$ cat config.mk
export PLATFORM = sky130hd
export DESIGN_NAME = hbf_ctrl
export DESIGN_NICKNAME = d
export VERILOG_FILES = /design/src/hbf_pkg.sv /design/src/hbf_apb_regs.sv /design/src/hbf_ctrl.sv
export VERILOG_INCLUDE_DIRS = /design/src
export SDC_FILE = /design/constraint.sdc
export NUM_CORES = 1
export LEC_CHECK = 0
export BUFFER_PORTS_ARGS = -buffer_cell sky130_fd_sc_hd__buf_2
export CAP_MARGIN = 20
export CORE_AREA = 2 2 75 92
export CTS_CLUSTER_DIAMETER = 80
export DETAILED_ROUTE_END_ITERATION = 12
export DIE_AREA = 0 0 77 94
export PLACE_DENSITY = 0.69
export SKIP_CTS_REPAIR_TIMING = 1
export SLEW_MARGIN = 5
export SYNTH_ARGS = -nofsm -noshare
export SYNTH_HDL_FRONTEND = slang
export SYNTH_SLANG_ARGS = --single-unit
$ cat constraint.sdc
create_clock -name pclk -period 2.4 [get_ports pclk]
set_input_delay 0.48 -clock pclk [delete_from_list [all_inputs] [get_ports pclk]]
set_output_delay 0.48 -clock pclk [all_outputs]
set_load 0.005 [all_outputs]
$ cat src/hbf_params.svh
// constants for the half-bridge fault manager host controller
`ifndef HBF_PARAMS_SVH
`define HBF_PARAMS_SVH
// Functional notes
// RL1: Low supply undervoltage pulls fault line, outputs off.
// RL2: Low supply undervoltage fault is not latched.
// RL3: Floating undervoltage disables high side only, silently.
// RL4: High side needs fresh rising input after recovery.
// RL5: Desat pulses shorter than filter time ignored.
// RL6: Desat blanked after each output turn-on.
// RL7: Desat after blanking starts turning output off.
// RL8: Soft shutdown uses only soft pull-down.
// RL9: Sync line low for whole soft shutdown.
// RL10: After soft shutdown, fault latched until cleared.
// RL11: Soft shutdown masks undervoltage and external shutdown.
// RL12: Desat only evaluated while output is on.
// RL13: Sync line shared; only desaturating driver pulls it.
// RL14: Sync line low freezes both outputs.
// RL15: Desat detection still works and wins while frozen.
// RL16: Fault line shared open-drain; low forces outputs off.
// RL17: External fault low not latched, clear cannot override.
// RL18: Clear held during soft shutdown suppresses fault latch.
// RL19: Controller holds fault clear during power-up.
// RL20: Controller aborts start-up when sync line goes low.
// RL21: Both inputs high drives both outputs low.
// RL22: After clear or release, outputs follow inputs.
// RL23: Inputs synchronised, intervals are cycle counters; the controller reads sync and fault lines unsynchronised.

// clock
`define HBF_CLK_PERIOD_NS 8
// start-up pulse: minimum low-input and clear pulse, rounded up
`define HBF_PULSE_US 15
`define HBF_PULSE_CYC ((`HBF_PULSE_US * 1000 + `HBF_CLK_PERIOD_NS - 1) / `HBF_CLK_PERIOD_NS)
// supply settle time with clear held before charging the bootstrap
`define HBF_SETTLE_US 15
`define HBF_SETTLE_CYC ((`HBF_SETTLE_US * 1000 + `HBF_CLK_PERIOD_NS - 1) / `HBF_CLK_PERIOD_NS)

// register byte offsets
`define HBF_OFF_CTRL 8'h00
`define HBF_OFF_GATE 8'h04
`define HBF_OFF_STAT 8'h08

// control register fields
`define HBF_CTRL_START 0
`define HBF_CTRL_RUN 1
`define HBF_CTRL_FORCE_SD 2
`define HBF_CTRL_FCLR 3
`define HBF_CTRL_ABCLR 4
// gate register fields
`define HBF_GATE_HS 0
`define HBF_GATE_LS 1
// status register fields
`define HBF_STAT_STATE_LSB 0
`define HBF_STAT_SYNC_LOW 4
`define HBF_STAT_FAULT_LOW 5
`define HBF_STAT_ABORTED 6
`define HBF_STAT_CLR_BUSY 7

// reset values
`define HBF_CTRL_RST 2'h0
`define HBF_GATE_RST 2'h0
`endif

$ cat src/hbf_pkg.sv
// types shared by the host controller and its register slave
package hbf_pkg;
	typedef enum logic [2:0] {
		HBF_IDLE = 3'b000,
		HBF_SETTLE = 3'b001,
		HBF_CHARGE = 3'b010,
		HBF_RELEASE = 3'b011,
		HBF_RUN = 3'b100,
		HBF_ABORT = 3'b101
	} hbf_state_e;

	// levels held in registers
	typedef struct packed {
		logic run_en;
		logic force_sd;
		logic gate_hs;
		logic gate_ls;
	} hbf_ctrl_s;

	// one-cycle command pulses
	typedef struct packed {
		logic start;
		logic fault_clr;
		logic abort_clr;
	} hbf_cmd_s;

	// state reported to software
	typedef struct packed {
		hbf_state_e state;
		logic sync_low;
		logic fault_low;
		logic aborted;
		logic clr_busy;
	} hbf_stat_s;
endpackage

$ cat src/hbf_apb_regs.sv
// apb slave holding the controller's own control, gate and status registers
`timescale 1ns/1ps
`include "hbf_params.svh"
module hbf_apb_regs
	import hbf_pkg::*;
#(
	parameter int ADDR_W = 8
) (
	input wire logic pclk,
	input wire logic presetn,
	input wire logic psel,
	input wire logic penable,
	input wire logic pwrite,
	input wire logic [ADDR_W-1:0] paddr,
	input wire logic [31:0] pwdata,
	output logic [31:0] prdata,
	output logic pready,
	output logic pslverr,
	output hbf_ctrl_s ctrl,
	output hbf_cmd_s cmd,
	input wire hbf_stat_s stat
);
	if (ADDR_W < 4) begin : g_bad_addr
		$error("hbf_apb_regs: ADDR_W too small for the register map");
	end

	logic [1:0] ctrl_q;
	logic [1:0] gate_q;
	logic [31:0] rdata_q;
	hbf_cmd_s cmd_q;
	logic wr_en;

	// mapped-word check, used only for the error answer; the read path compares offsets itself
	function automatic logic hbf_hit(input logic [ADDR_W-1:0] a);
		hbf_hit = (a == ADDR_W'(`HBF_OFF_CTRL)) || (a == ADDR_W'(`HBF_OFF_GATE)) ||
			(a == ADDR_W'(`HBF_OFF_STAT));
	endfunction

	// zero wait states: every access completes in its first access cycle
	assign pready = 1'b1;
	assign pslverr = psel & penable & ~hbf_hit(paddr);
	assign wr_en = psel & penable & pwrite;
	assign prdata = rdata_q;

	// control levels: run enable and forced shutdown
	always_ff @(posedge pclk or negedge presetn) begin
		if (!presetn) begin
			ctrl_q <= `HBF_CTRL_RST;
		end else if (wr_en && paddr == ADDR_W'(`HBF_OFF_CTRL)) begin
			ctrl_q <= {pwdata[`HBF_CTRL_RUN], pwdata[`HBF_CTRL_FORCE_SD]};
		end
	end

	// gate command levels
	always_ff @(posedge pclk or negedge presetn) begin
		if (!presetn) begin
			gate_q <= `HBF_GATE_RST;
		end else if (wr_en && paddr == ADDR_W'(`HBF_OFF_GATE)) begin
			gate_q <= {pwdata[`HBF_GATE_HS], pwdata[`HBF_GATE_LS]};
		end
	end

	// command bits self-clear, so software never has to write a zero back
	always_ff @(posedge pclk or negedge presetn) begin
		if (!presetn) begin
			cmd_q <= '0;
		end else if (wr_en && paddr == ADDR_W'(`HBF_OFF_CTRL)) begin
			cmd_q <= '{start: pwdata[`HBF_CTRL_START], fault_clr: pwdata[`HBF_CTRL_FCLR],
				abort_clr: pwdata[`HBF_CTRL_ABCLR]};
		end else begin
			cmd_q <= '0;
		end
	end

	// read data captured in the setup cycle, valid through the access cycle
	always_ff @(posedge pclk or negedge presetn) begin
		if (!presetn) begin
			rdata_q <= 32'h0;
		end else if (psel && !penable && !pwrite) begin
			rdata_q <= 32'h0;
			if (paddr == ADDR_W'(`HBF_OFF_CTRL)) begin
				rdata_q[`HBF_CTRL_RUN] <= ctrl_q[1];
				rdata_q[`HBF_CTRL_FORCE_SD] <= ctrl_q[0];
			end else if (paddr == ADDR_W'(`HBF_OFF_GATE)) begin
				rdata_q[`HBF_GATE_HS] <= gate_q[1];
				rdata_q[`HBF_GATE_LS] <= gate_q[0];
			end else if (paddr == ADDR_W'(`HBF_OFF_STAT)) begin
				rdata_q[`HBF_STAT_STATE_LSB+2:`HBF_STAT_STATE_LSB] <= stat.state;
				rdata_q[`HBF_STAT_SYNC_LOW] <= stat.sync_low;
				rdata_q[`HBF_STAT_FAULT_LOW] <= stat.fault_low;
				rdata_q[`HBF_STAT_ABORTED] <= stat.aborted;
				rdata_q[`HBF_STAT_CLR_BUSY] <= stat.clr_busy;
			end
		end
	end

	assign ctrl = '{run_en: ctrl_q[1], force_sd: ctrl_q[0], gate_hs: gate_q[1],
		gate_ls: gate_q[0]};
	assign cmd = cmd_q;
endmodule

$ cat src/hbf_ctrl.sv
// host controller: start-up sequence, gate commands and shared-line handling
//
// Our own choices: the APB slave port and the register offsets.
`timescale 1ns/1ps
`include "hbf_params.svh"
module hbf_ctrl
	import hbf_pkg::*;
#(
	parameter int ADDR_W = 8,
	parameter int CNT_W = 12,
	parameter int PULSE_CYC = `HBF_PULSE_CYC,
	parameter int SETTLE_CYC = `HBF_SETTLE_CYC
) (
	input wire logic pclk,
	input wire logic presetn,
	input wire logic psel,
	input wire logic penable,
	input wire logic pwrite,
	input wire logic [ADDR_W-1:0] paddr,
	input wire logic [31:0] pwdata,
	output logic [31:0] prdata,
	output logic pready,
	output logic pslverr,
	output logic high_cmd,
	output logic low_cmd,
	output logic fault_clear_input,
	input wire logic sync_freeze_line_i,
	output logic sync_freeze_line_o,
	output logic sync_freeze_line_oe,
	input wire logic fault_shutdown_line_i,
	output logic fault_shutdown_line_o,
	output logic fault_shutdown_line_oe
);
	if (PULSE_CYC < 1 || SETTLE_CYC < 1 || PULSE_CYC >= (1 << CNT_W) ||
		SETTLE_CYC >= (1 << CNT_W)) begin : g_bad_cnt
		$error("hbf_ctrl: interval counts do not fit the counter");
	end

	hbf_ctrl_s ctrl;
	hbf_cmd_s cmd;
	hbf_stat_s stat;
	hbf_state_e state_q, state_d;
	logic [CNT_W-1:0] cnt_q, cnt_d;
	logic [CNT_W-1:0] clr_cnt_q;
	logic clr_pend_q;
	logic clr_busy_q;
	logic aborted_q;
	logic high_q, low_q, fclr_q, fsd_oe_q;
	logic in_startup;

	hbf_apb_regs #(
		.ADDR_W(ADDR_W)
	) u_regs (
		.pclk(pclk),
		.presetn(presetn),
		.psel(psel),
		.penable(penable),
		.pwrite(pwrite),
		.paddr(paddr),
		.pwdata(pwdata),
		.prdata(prdata),
		.pready(pready),
		.pslverr(pslverr),
		.ctrl(ctrl),
		.cmd(cmd),
		.stat(stat)
	);

	////////////////////////////////////////////////////////////////////////////////
	// start-up sequencer

	assign in_startup = (state_q == HBF_SETTLE) || (state_q == HBF_CHARGE) ||
		(state_q == HBF_RELEASE);

	// next state: clear held first, then bootstrap charge, then release low input
	always_comb begin
		state_d = state_q;
		cnt_d = cnt_q;
		case (state_q)
			HBF_IDLE: begin
				if (cmd.start) begin
					state_d = HBF_SETTLE;
					cnt_d = CNT_W'(SETTLE_CYC - 1);
				end
			end
			HBF_SETTLE, HBF_CHARGE, HBF_RELEASE: begin
				if (!sync_freeze_line_i) begin
					state_d = HBF_ABORT; // RL20
				end else if (cnt_q != '0) begin
					cnt_d = cnt_q - 1'b1;
				end else if (state_q == HBF_SETTLE) begin
					state_d = HBF_CHARGE;
					cnt_d = CNT_W'(PULSE_CYC - 1);
				end else if (state_q == HBF_CHARGE) begin
					state_d = HBF_RELEASE;
					cnt_d = CNT_W'(PULSE_CYC - 1);
				end else begin
					state_d = HBF_RUN;
				end
			end
			HBF_ABORT: begin
				if (cmd.abort_clr) begin
					state_d = HBF_IDLE;
				end
			end
			HBF_RUN: begin
				state_d = HBF_RUN;
			end
			default: begin
				state_d = HBF_IDLE;
			end
		endcase
	end

	always_ff @(posedge pclk or negedge presetn) begin
		if (!presetn) begin
			state_q <= HBF_IDLE;
			cnt_q <= '0;
		end else begin
			state_q <= state_d;
			cnt_q <= cnt_d;
		end
	end

	// aborted flag: set on a sync low during start-up, cleared only from abort
	always_ff @(posedge pclk or negedge presetn) begin
		if (!presetn) begin
			aborted_q <= 1'b0;
		end else if (in_startup && !sync_freeze_line_i) begin
			aborted_q <= 1'b1; // RL20
		end else if (cmd.abort_clr && state_q == HBF_ABORT) begin
			aborted_q <= 1'b0;
		end
	end

	////////////////////////////////////////////////////////////////////////////////
	// fault clear pulse in normal running

	// a clear waits while sync is low so it cannot cut into a soft shutdown
	always_ff @(posedge pclk or negedge presetn) begin
		if (!presetn) begin
			clr_pend_q <= 1'b0;
			clr_busy_q <= 1'b0;
			clr_cnt_q <= '0;
		end else if (state_q != HBF_RUN) begin
			clr_pend_q <= 1'b0;
			clr_busy_q <= 1'b0;
			clr_cnt_q <= '0;
		end else if (clr_busy_q) begin
			clr_pend_q <= clr_pend_q | cmd.fault_clr;
			if (clr_cnt_q == '0) begin
				clr_busy_q <= 1'b0;
			end else begin
				clr_cnt_q <= clr_cnt_q - 1'b1;
			end
		end else if ((clr_pend_q || cmd.fault_clr) && sync_freeze_line_i) begin
			clr_pend_q <= 1'b0;
			clr_busy_q <= 1'b1;
			clr_cnt_q <= CNT_W'(PULSE_CYC - 1);
		end else begin
			clr_pend_q <= clr_pend_q | cmd.fault_clr;
		end
	end

	////////////////////////////////////////////////////////////////////////////////
	// device pins

	// pin levels follow the next state so they change on the same edge as it
	always_ff @(posedge pclk or negedge presetn) begin
		if (!presetn) begin
			high_q <= 1'b0;
			low_q <= 1'b0;
			fclr_q <= 1'b0;
		end else begin
			high_q <= 1'b0;
			low_q <= 1'b0;
			fclr_q <= 1'b0;
			case (state_d)
				HBF_SETTLE, HBF_RELEASE: begin
					fclr_q <= 1'b1; // RL19
				end
				HBF_CHARGE: begin
					fclr_q <= 1'b1; // RL19
					low_q <= 1'b1; // low side on charges the bootstrap
				end
				HBF_RUN: begin
					// never both on: the driver would blank both anyway
					high_q <= ctrl.run_en & ctrl.gate_hs & ~ctrl.gate_ls;
					low_q <= ctrl.run_en & ctrl.gate_ls & ~ctrl.gate_hs;
					fclr_q <= clr_busy_q;
				end
				default: begin
					fclr_q <= 1'b0;
				end
			endcase
		end
	end

	// forced shutdown only pulls the shared fault line, never drives it high
	always_ff @(posedge pclk or negedge presetn) begin
		if (!presetn) begin
			fsd_oe_q <= 1'b0;
		end else begin
			fsd_oe_q <= ctrl.force_sd; // RL16
		end
	end

	assign high_cmd = high_q;
	assign low_cmd = low_q;
	assign fault_clear_input = fclr_q;
	assign fault_shutdown_line_o = 1'b0;
	assign fault_shutdown_line_oe = fsd_oe_q;
	// the controller only listens on the sync line
	assign sync_freeze_line_o = 1'b0; // RL13
	assign sync_freeze_line_oe = 1'b0; // RL13

	assign stat = '{state: state_q, sync_low: ~sync_freeze_line_i,
		fault_low: ~fault_shutdown_line_i, aborted: aborted_q, clr_busy: clr_busy_q};
endmodule

# Word level (Yosys, flattened, before mapping)
# Cells that the tools add are included.
# word_totals
mem_bits_ro,0
mem_count,0
latchBits,0
reg_bits,48
in_bits,47
mem_bits_rw,0
# classes
mux,38
n_addsub,2
n_shift,0
div,0
n_bitwise,13
reduce_logical,26
n_lt_le_gt_ge,0
eq_ne,16
n_mul,0
# ops
op,n
2-to-1 mux 12 bit,9
2-to-1 mux 3 bit,8
one-hot mux 12 bit (2 select lines),1
subtractor 12 x 1 -> 12 bit (second input constant),2
equality test 3 x 2 -> 1 bit (second input constant),4
zero test 12 bit,1
2-to-1 mux 1 bit,12
2-to-1 mux 4 bit,3
one-hot mux 3 bit (4 select lines),1
nonzero test 12 bit,1
equality test 3 bit (second input constant),3
equality test 8 x 3 -> 1 bit (second input constant),1
equality test 8 x 4 -> 1 bit (second input constant),1
zero test 8 bit,1
AND 1 bit,7
logical AND 1 bit,7
equality test 3 x 1 -> 1 bit (second input constant),2
!= test 3 bit (second input constant),2
OR reduction 3 bit,2
logical OR 1 bit,5
NOT 1 bit,5
2-to-1 mux 2 bit,2
!= test 4 bit (second input constant),1
one-hot mux 1 bit (2 select lines),2
9 further kinds,12

# Longest topological paths before layout
# Gate-level depths: netlist (run 1).
# depth
depth_word,9
depth_mapped,8

# Hierarchy
# Synthesis (run 1) repeated with hierarchy kept, for this count alone.
# hier_totals
cells_unflattened,297
hier_area_um2,2743.9
# by_module_without_submodules
module,cells_per_inst,instances,area_each_um2
hbf_ctrl,208,1,1880.6
hbf_apb_regs,89,1,863.3

# Worst setup path before layout (run 1)
# OpenSTA, ideal clock, no wires.
# synth_path
kind,register to register
from,register cnt_q[0]
to,register cnt_q[8]
stages_incl_launch_ff,8
path_slack_ps,91
t_arrival_ps,2178
n_path_buf,0
synth_period_minus_slack_ps,2309
t_required_ps,2269
setup_ps,131
cell_sequence,dfrtp_1 > inv_1 > ha_1 > or3b_1 > or4_4 > o21ai_4 > nor4_1 > or3_1
# synth_between
elab_chain_cells,4
# synth_rtl
item,line_no,text
start: declaration,hbf_ctrl.sv:43,"logic [CNT_W-1:0] cnt_q, cnt_d;"
start signal: assignment,hbf_ctrl.sv:121,cnt_q <= cnt_d;
subtractor 12 x 1 -> 12 bit or nonzero test 12 bit (tied branches),"hbf_ctrl.sv:90, hbf_ctrl.sv:89",
2-to-1 mux 12 bit,hbf_ctrl.sv:89,end else if (cnt_q != '0) begin
2-to-1 mux 12 bit,hbf_ctrl.sv:87,if (!sync_freeze_line_i) begin
one-hot mux 12 bit (2 select lines),hbf_ctrl.sv:79,case (state_q)
# Parallel ways exist; a longest one is shown, timed or not. The select of a mux whose other input is x is not followed.
# A chain may end at the register's enable or synchronous reset.

# Worst setup path in the final report (run 1)
# layout_path
from,register cnt_q[7]
to,register cnt_q[8]
# Same word-level chain as after synthesis.

==> out/summary.txt, run 1 <==
Setup Slack @ Placement -> 0.0219 ns
CTS H-tree depth -> 2
Syn_area_per_cell -> 9.35 sq um
Die area -> 7240 sq um
Yosys reg bits -> 48
CTS tree -> done
Headroom to the max-slew limit -> 0.639
Die Y -> 94 um
Final setup margin -> 0.0849 ns
Final worst path period share -> 0.965
P&R area growth vs syn -> 14.1%
Critical setup path kind -> reg2reg
Max Clock Skew -> 0.00579 ns
CP startpoint kind -> register
Final Cell Area -> 3170 sq um
Ys flop type -> dfrtp_1
Crit end category -> register
Clock slew at reported path FFs -> 0.08 ns
Count of buffers from port buffering -> 31
# nets final -> 393
Final hold vios -> 0
Worst Tran Pin Value -> 0.527 ns
Final Core Density -> 0.501
Final Non-Filler Cells -> 430
Antenna violations before repair -> 0
Top post-synthesis cells by area -> dfrtp_1 43%, buf_4 8.1%, nor2_1 4.3%
Crit Path Max Fanout -> 5
Via count -> 2233
Root Buffer -> clkbuf_8
WP data required -> 2.58 ns
Post-layout min period -> 2.32 ns
Cts bufs inserted -> 5
PD cells -> 668 nW/um^2
Hold crit path type -> in2async
GPL Wtd Cong -> 0.841
DRT iter0 DRCs -> 53
Post-Route WL -> 5.49 mm
Routed vias/inst -> 5.19
Core area -> 6330 sq um
# diodes -> 0
Router iterations before antenna repair -> 4
Fmax -> 0.432 GHz
EDFF count, synth -> 0
Pleak -> 0.00150 uW
Post-DP HPWL -> 4.18 mm
Register area share after synthesis -> 0.433
Post-Place Cells -> 420
CP arrival -> 2.49 ns
Netlist cell types -> 56
Mapped Cells -> 297
Antenna Nets Post-Route -> 0
Post-Syn Area -> 2780 sq um
Total Neg Setup Slack -> 0 ns
Clock Path Buffers -> 2
Setup violators final -> 0
Vias in the first global route -> 2118
Worst skew pair latency -> 0.30 ns
Share of layout cells above drive strength 1 -> 0.255
Max-slew violations -> 0
Routed WL per cell -> 12.8 um
# DRC -> 0
Fill cell count -> 602
Share of the synthesized area in the top cell type -> 0.433
Pin count of the biggest net entering global routing -> 42
Worst VDD drop -> 0.348 mV
GRT overflow -> 0
Total global-route track usage -> 0.156
Async S/R FF share, synth -> 1.00
Max Cap Violations -> 0
Post-synth top area cell -> dfrtp_1
Row count -> 32
Ports -> 88
YS warnings -> 0
Sinks on Clock Net -> 48
Cell Area, Placed -> 3020 sq um
Die width -> 77 um
Initial Utilization -> 0.439
Outcome -> complete, no violations
First-pass GRT wire length -> 9.21 mm
Yosys cell counts, types with 3 or more instances:
library cell / number
and2_1: 5
nor3b_1: 5
nand2b_1: 5
a21oi_1: 11
nor3_1: 13
inv_1: 9
nor2_1: 32
clkbuf_1: 8
a31oi_1: 3
a22o_1: 3
dfrtp_1: 48
o21ai_0: 14
o31ai_1: 13
nor4_1: 5
or3_1: 3
or2_2: 9
mux2_2: 4
xnor2_1: 8
buf_4: 30
a22oi_1: 3
nand2_1: 20
layer usage:
layer / share of wire / global-route usage / vias up
met2: 0.53 / 0.293 / 60
met1: 0.41 / 0.178 / 1073
met5: 0 / 0 / -
met4: 0.021 / 0.0610 / 0
met3: 0.040 / 0.0240 / 10
li1: - / - / 1090
cell families after synthesis:
| logic type | Yosys count | share of synthesized area |
|---|---|---|
| flops | 48 | 0.433 |
| xor+xnor | 9 | 0.0284 |
| fa+ha+maj | 2 | 0.00901 |
| compound gates | 63 | 0.158 |
| simple gates | 118 | 0.236 |
| mux | 6 | 0.0234 |
| buf+inv | 49 | 0.110 |
| other cells | 2 | 0.00270 |
cell usage in the layout, fill, tap and decap left out, drive strengths merged, types with 2 or more instances in the layout:
cell,synthesis,final
nand3,3,3
o21ai,16,16
mux2,4,4
or3,3,3
o31a,2,2
nand2,20,20
o31ai,13,13
conb,2,29
nor2,32,32
or2,9,9
a211oi,2,2
clkbuf,8,6
nor4,6,6
nor3,13,13
clkinv,0,2
a22o,3,3
a21oi,11,11
nor3b,6,6
nand3b,2,2
and2,5,5
o22ai,2,2
buf,32,53
xnor2,8,8
mux2i,2,2
or4,4,4
inv,9,9
nand2b,5,5
a22oi,3,3
dfrtp,48,48
ha,2,2
a31oi,3,3
nor2b,2,2
critical path: stages (launching register included):
cell and delay [ns]:
dfrtp_1 0.42, or4_4 0.57, or4_4 0.58, o21ai_4 0.21, nor4_1 0.07, or3_1 0.34
report_power, final:
group	switching (uW)	internal [uW]
Clock	257	230
Combinational	362	336
Sequential	59.6	869
stage by stage:
stage,power (uW),hold slack (ns)
floorplan,1410,0.184
global placement,1590,0.335
detailed placement,1600,0.337
CTS,2090,0.0120
global route,2260,0.0116
finish,2110,0.0143
flip-flops by register name (all words and copies together) (netlist names), 2 cells and up:
| signal | flops |
|---|---|
| u_regs.ctrl_q | 2 |
| clr_cnt_q | 12 |
| cnt_q | 12 |
| state_q | 3 |
| u_regs.gate_q | 2 |
| u_regs.cmd | 3 |
| u_regs.prdata | 7 |
final cells by class:
cell class                 instances  area (sq um)  area share
multi-input combinational        227          1400       0.443
inverter                           9          33.8      0.0107
tap                               85           106      0.0336
sequential                        48          1200       0.379
timing repair buffer              53           332       0.105
clock buffer                       6          82.6      0.0261
clock inverter                     2          10.0     0.00316
worst paths after layout:
| path | start | to | slack [ns] | cells past startpoint |
|---|---|---|---|---|
| hold reg to reg | u_regs.ctrl_q[0] | fault_shutdown_line_oe | 0.41 | 0 |
| max in group asynchronous | presetn | clr_cnt_q[4] | 1.63 | 2 |
| setup reg to reg | cnt_q[7] | cnt_q[8] | 0.08 | 5 |
| hold / removal | presetn | cnt_q[11] | 0.01 | 1 |
| setup / recovery | cnt_q[7] | cnt_q[8] | 0.08 | 5 |
| min in group pclk | fault_shutdown_line_i | u_regs.prdata[5] | 0.37 | 2 |
Note: power is estimated with default switching activity, not from simulation.
==> run 2: changes to the inputs <==
--- a/config.mk
+++ b/config.mk
@@ -8,11 +8,11 @@
 export LEC_CHECK = 0
 export BUFFER_PORTS_ARGS = -buffer_cell sky130_fd_sc_hd__buf_2
 export CAP_MARGIN = 20
-export CORE_AREA = 2 2 75 92
+export CORE_AREA = 2 2 74 91
 export CTS_CLUSTER_DIAMETER = 80
 export DETAILED_ROUTE_END_ITERATION = 12
-export DIE_AREA = 0 0 77 94
-export PLACE_DENSITY = 0.69
+export DIE_AREA = 0 0 76 93
+export PLACE_DENSITY = 0.7
 export SKIP_CTS_REPAIR_TIMING = 1
 export SLEW_MARGIN = 5
 export SYNTH_ARGS = -nofsm -noshare
==> out/summary.txt, run 2 (synthesized netlist as in run 1, its figures left out) <==
Via count -> 2183 (-2.2%)
# DRC -> 0 (unchanged)
Sinks on Clock Net -> 48 (unchanged)
Final worst path period share -> 0.958 (-0.00657)
Worst path slowest cell -> or4_4
Router iterations before antenna repair -> 4 (unchanged)
WP buf/inv -> 0 (unchanged)
GRT overflow -> 0 (unchanged)
Critical setup path kind -> reg2reg
Antenna Nets Post-Route -> 0 (unchanged)
Final Cell Area -> 3120 sq um (-1.4%)
Post-Route WL -> 5.60 mm (+2.0%)
Max Clock Skew -> 0.00874 ns (+0.00295 ns)
Worst VDD drop -> 0.344 mV (-1.1%)
Clock Path Buffers -> 2 (unchanged)
Worst Tran Pin Value -> 0.534 ns (+0.00688 ns)
Post-DP HPWL -> 4.28 mm (+2.4%)
Worst-path cell chain -> or4_4 -> or4_4 -> o21ai_4 -> nor4_1 -> or3_1
Total global-route track usage -> 0.165 (+0.00914)
P&R area growth vs syn -> 12.5%
WP data required -> 2.57 ns (about the same)
Routed WL per cell -> 13.1 um (+2.7%)
Fill cell count -> 618 (+2.7%)
Cell Area, Placed -> 3000 sq um (-0.50%)
Cts bufs inserted -> 5 (unchanged)
Max Cap Violations -> 0 (unchanged)
Die Y -> 93 um (-1.1%)
Die width -> 76 um (-1.3%)
Antenna violations before repair -> 0 (unchanged)
Row count -> 32 (unchanged)
CP arrival -> 2.47 ns (-0.02 ns)
Most common cell after layout, fill and taps aside -> dfrtp_1
GPL Wtd Cong -> 0.831 (-1.2%)
Die area -> 7070 sq um (-2.3%)
Final hold vios -> 0 (unchanged)
CTS H-tree depth -> 2 (unchanged)
Core area -> 6210 sq um (-1.9%)
Post-layout min period -> 2.30 ns (-0.0158 ns)
Headroom to the max-slew limit -> 0.635 (-0.00471)
Pin count of the biggest net entering global routing -> 23 (-45%)
# diodes -> 0 (unchanged)
Fmax -> 0.435 GHz (+0.69%)
Vias in the first global route -> 2058 (-2.8%)
Crit Path Max Fanout -> 5 (unchanged)
Outcome -> complete, no violations
Hold crit path type -> in2async
Initial Utilization -> 0.447 (+0.00849)
Max stage delay on crit path -> 0.58 ns (about the same)
Crit end category -> register
Clock slew at reported path FFs -> 0.09 ns (about the same)
Post-Place Cells -> 418 (-0.48%)
Setup violators final -> 0 (unchanged)
Commonest non-fill, non-tap cells in the layout -> 48 x dfrtp_1, 32 x nor2_1, 31 x buf_2, 29 x conb_1, 20 x nand2_1
Pleak -> 0.00148 uW (-1.6%)
First-pass GRT wire length -> 9.56 mm (+3.7%)
Root Buffer -> clkbuf_8
CTS tree -> done
Register-to-register setup slack -> 0.10 ns (+0.02 ns)
DRT iter0 DRCs -> 61 (+15%)
CP startpoint kind -> register
Max-slew violations -> 0 (unchanged)
Count of buffers from port buffering -> 31 (unchanged)
Routed vias/inst -> 5.11 (-1.6%)
Top delay family on crit path -> simple AND/OR/NAND/NOR gates
Final Non-Filler Cells -> 427 (-0.70%)
PD cells -> 664 nW/um^2 (-0.59%)
Most used cell, CP -> or4_4
# nets final -> 390 (-0.76%)
Worst skew pair latency -> 0.29 ns (about the same)
Ports -> 88 (unchanged)
Share of layout cells above drive strength 1 -> 0.237 (-0.0182)
==> run 2: cell count changes in the layout (fill, tap and decap cells not counted), sizes merged <==
cell / change
buf: -3
clkinv: -2
clkbuf: +2
==> run 2: report_power, final <==
| group | switching [uW] | leakage, uW | internal [uW] |
|---|---|---|---|
| Sequential | 63.5 | 0.000647 | 869 |
| Combinational | 344 | 0.000783 | 306 |
| Clock | 255 | 0.0000455 | 235 |
==> run 2: stage by stage <==
stage                     total power, uW   TNS, ns  hold slack [ns]  utilization  setup slack, ns
final                                2070         0           0.0529        0.503            0.101
after global routing                 2210  -0.00216           0.0606        0.503         -0.00216
after CTS                            2070         0           0.0545        0.498          0.00376
after detailed placement             1570         0            0.383        0.484           0.0356
after global placement               1550         0            0.385        0.484           0.0305
after floorplan                      1410         0            0.184            -           0.0906
==> run 2: path summary, 6_finish.rpt <==
check	endpoint	cells past startpoint	start
max	cnt_q[8]	5	cnt_q[6]
min reg2reg	fault_shutdown_line_oe	0	u_regs.ctrl_q[0]
min in group pclk	u_regs.prdata[5]	2	fault_shutdown_line_i
max in group asynchronous	u_regs.cmd[2]	2	presetn
max reg2reg	cnt_q[8]	5	cnt_q[6]
min	cnt_q[7]	1	presetn
==> run 2: layout make-up <==
type / instances / area [sq um] / share of cell area
clock buffers: 8 / 90.1 / 0.0288
flip-flops and latches: 48 / 1200 / 0.385
inverters: 9 / 33.8 / 0.0108
multi-input cells: 227 / 1390 / 0.445
well taps: 85 / 106 / 0.0341
repair buffers: 50 / 302 / 0.0966
==> run 2: routing by layer <==
| layer | track usage | wire (um) | vias to the layer above |
|---|---|---|---|
| li1 | - | - | 1072 |
| met1 | 0.196 | 2420 | 1049 |
| met2 | 0.301 | 2890 | 53 |
| met3 | 0.0290 | 191 | 9 |
| met4 | 0.0621 | 97 | 0 |
| met5 | 0 | 0 | - |
==> run 3: changes to the inputs <==
--- a/config.mk
+++ b/config.mk
@@ -6,13 +6,14 @@
 export SDC_FILE = /design/constraint.sdc
 export NUM_CORES = 1
 export LEC_CHECK = 0
-export BUFFER_PORTS_ARGS = -buffer_cell sky130_fd_sc_hd__buf_2
 export CAP_MARGIN = 20
-export CORE_AREA = 2 2 74 91
+export CORE_AREA = 2 2 73 89
+export CTS_BUF_LIST = sky130_fd_sc_hd__clkbuf_8
 export CTS_CLUSTER_DIAMETER = 80
 export DETAILED_ROUTE_END_ITERATION = 12
-export DIE_AREA = 0 0 76 93
-export PLACE_DENSITY = 0.7
+export DIE_AREA = 0 0 75 91
+export DONT_BUFFER_PORTS = 1
+export PLACE_DENSITY = 0.6
 export SKIP_CTS_REPAIR_TIMING = 1
 export SLEW_MARGIN = 5
 export SYNTH_ARGS = -nofsm -noshare
==> out/summary.txt, run 3 (synthesized netlist as in run 1, its figures left out) <==
CTS H-tree depth -> 2 (unchanged)
Final Hold Slack -> 0.0143 ns (-0.0386 ns)
Sinks on Clock Net -> 48 (unchanged)
Clock slew at reported path FFs -> 0.09 ns (about the same)
Core area -> 5930 sq um (-4.4%)
Max-slew violations -> 0 (unchanged)
Antenna Nets Post-Route -> 0 (unchanged)
P&R area growth vs syn -> 8.20%
Worst Tran Pin Value -> 0.485 ns (-0.0490 ns)
Die width -> 75 um (-1.3%)
Worst skew pair latency -> 0.30 ns (about the same)
Die Y -> 91 um (-2.2%)
# diodes -> 0 (unchanged)
DRT iter0 DRCs -> 108 (+77%)
Setup violators final -> 0 (unchanged)
Share of layout cells above drive strength 1 -> 0.178 (-0.0585)
WP data required -> 2.58 ns (about the same)
Final Non-Filler Cells -> 396 (-7.3%)
Die area -> 6830 sq um (-3.4%)
Max Cap Violations -> 0 (unchanged)
Fill cell count -> 579 (-6.3%)
Multi-input logic area -> 1390 sq um (-0.18%)
Router iterations before antenna repair -> 4 (unchanged)
Final setup margin -> 0.0984 ns (-0.00229 ns)
Worst VDD drop -> 0.290 mV (-16%)
Final hold vios -> 0 (unchanged)
Via count -> 2083 (-4.6%)
Post-layout min period -> 2.30 ns (+0.00229 ns)
Headroom to the max-slew limit -> 0.668 (+0.0335)
GPL Wtd Cong -> 0.805 (-3.0%)
Root Buffer -> clkbuf_8
Max Clock Skew -> 0.00389 ns (-0.00485 ns)
Vias in the first global route -> 2032 (-1.3%)
Cts bufs inserted -> 5 (unchanged)
Fmax -> 0.434 GHz (about the same)
CP arrival -> 2.48 ns (about the same)
CP startpoint kind -> register
Reg area -> 1200 sq um (+0.10%)
Routed WL per cell -> 13.8 um (+5.1%)
Final worst path period share -> 0.959 (about the same)
Routed vias/inst -> 5.26 (+2.9%)
Post-Route WL -> 5.46 mm (-2.6%)
Crit Path Max Fanout -> 5 (unchanged)
Most common cell after layout, fill and taps aside -> dfrtp_1
Row count -> 31 (-3.1%)
Worst-path cell chain -> inv_1 -> ha_1 -> or3b_4 -> or2_4 -> or3_4 -> o31a_1 -> or3_1
GRT overflow -> 0 (unchanged)
Hold crit path type -> in2async
Post-DP HPWL -> 3.96 mm (-7.7%)
CTS tree -> done
Total Neg Setup Slack -> 0 ns (unchanged)
Clock Path Buffers -> 2 (unchanged)
Commonest non-fill, non-tap cells in the layout -> 47 x dfrtp_1, 32 x nor2_1, 29 x conb_1, 21 x buf_4, 20 x nand2_1
Critical setup path kind -> reg2reg
Pin count of the biggest net entering global routing -> 49 (+110%)
First-pass GRT wire length -> 9.47 mm (-0.87%)
Ports -> 88 (unchanged)
Initial Utilization -> 0.468 (+0.0205)
Outcome -> complete, no violations
PD cells -> 693 nW/um^2 (+4.4%)
# nets final -> 362 (-7.2%)
RSZ-0062 raised after global routing -> no
# DRC -> 0 (unchanged)
Setup Slack @ Placement -> 0.00362 ns (-0.0320 ns)
Post-Place Cells -> 386 (-7.7%)
Worst path slowest cell -> or3b_4
Count of buffers from port buffering -> 0 (-100%)
Crit end category -> register
Total global-route track usage -> 0.177 (+0.0113)
Pleak -> 0.00136 uW (-8.1%)
Max stage delay on crit path -> 0.43 ns (-0.15 ns)
Antenna violations before repair -> 0 (unchanged)
[run 3: cell count changes in the layout (fill, tap and decap cells not counted), sizes merged]
cell	before	now
buf	50	22
clkbuf	8	6
clkinv	0	2
[run 3: cell type report]
type | instances | share of cell area
Clock inverter | 2 | 0.00333
Timing Repair Buffer | 22 | 0.0616
Multi-Input combinational cell | 227 | 0.462
Inverter | 9 | 0.0112
Sequential cell | 48 | 0.400
Clock buffer | 6 | 0.0275
Tap cell | 82 | 0.0342
[run 3: path summary, 6_finish.rpt]
kind / start / end / slack, ns / depth (start not counted)
min: presetn / cnt_q[2] / 0.01 / 1
min reg2reg: u_regs.ctrl_q[0] / fault_shutdown_line_oe / 0.42 / 0
max reg2reg: cnt_q[0] / cnt_q[8] / 0.1 / 7
max in group asynchronous: presetn / cnt_q[5] / 2.16 / 1
min in group pclk: sync_freeze_line_i / u_regs.prdata[4] / 0.28 / 1
max: cnt_q[0] / cnt_q[8] / 0.1 / 7
[run 3: worst max-delay path: cells and delay by family (launching register included)]
family	cells	cell delay [ns]
compound gates	1	0.23
fa+ha+maj	1	0.17
buf+inv	1	0.06
flops	1	0.39
simple gates	4	1.35
[run 3: metal layers]
layer	vias up	routed length [um]	track usage
met5	-	0	0
met4	0	97	0.0640
met3	9	212	0.0411
met2	41	2680	0.278
met1	1005	2470	0.234
li1	1028	-	-
[run 3: power breakdown]
group / leakage, uW / internal, uW / switching [uW]
Clock: 0.0000510 / 230 / 266
Combinational: 0.000660 / 312 / 345
Sequential: 0.000645 / 869 / 59.2
Total: 0.00136 / 1410 / 670
[run 3: stage by stage]
step	area, sq um	power, uW	util
after detailed placement	2860	1560	0.482
final	3000	2080	0.506
after CTS	2950	2070	0.497
after global routing	3000	2250	0.506
after global placement	2860	1560	0.482
after floorplan	2880	1410	-
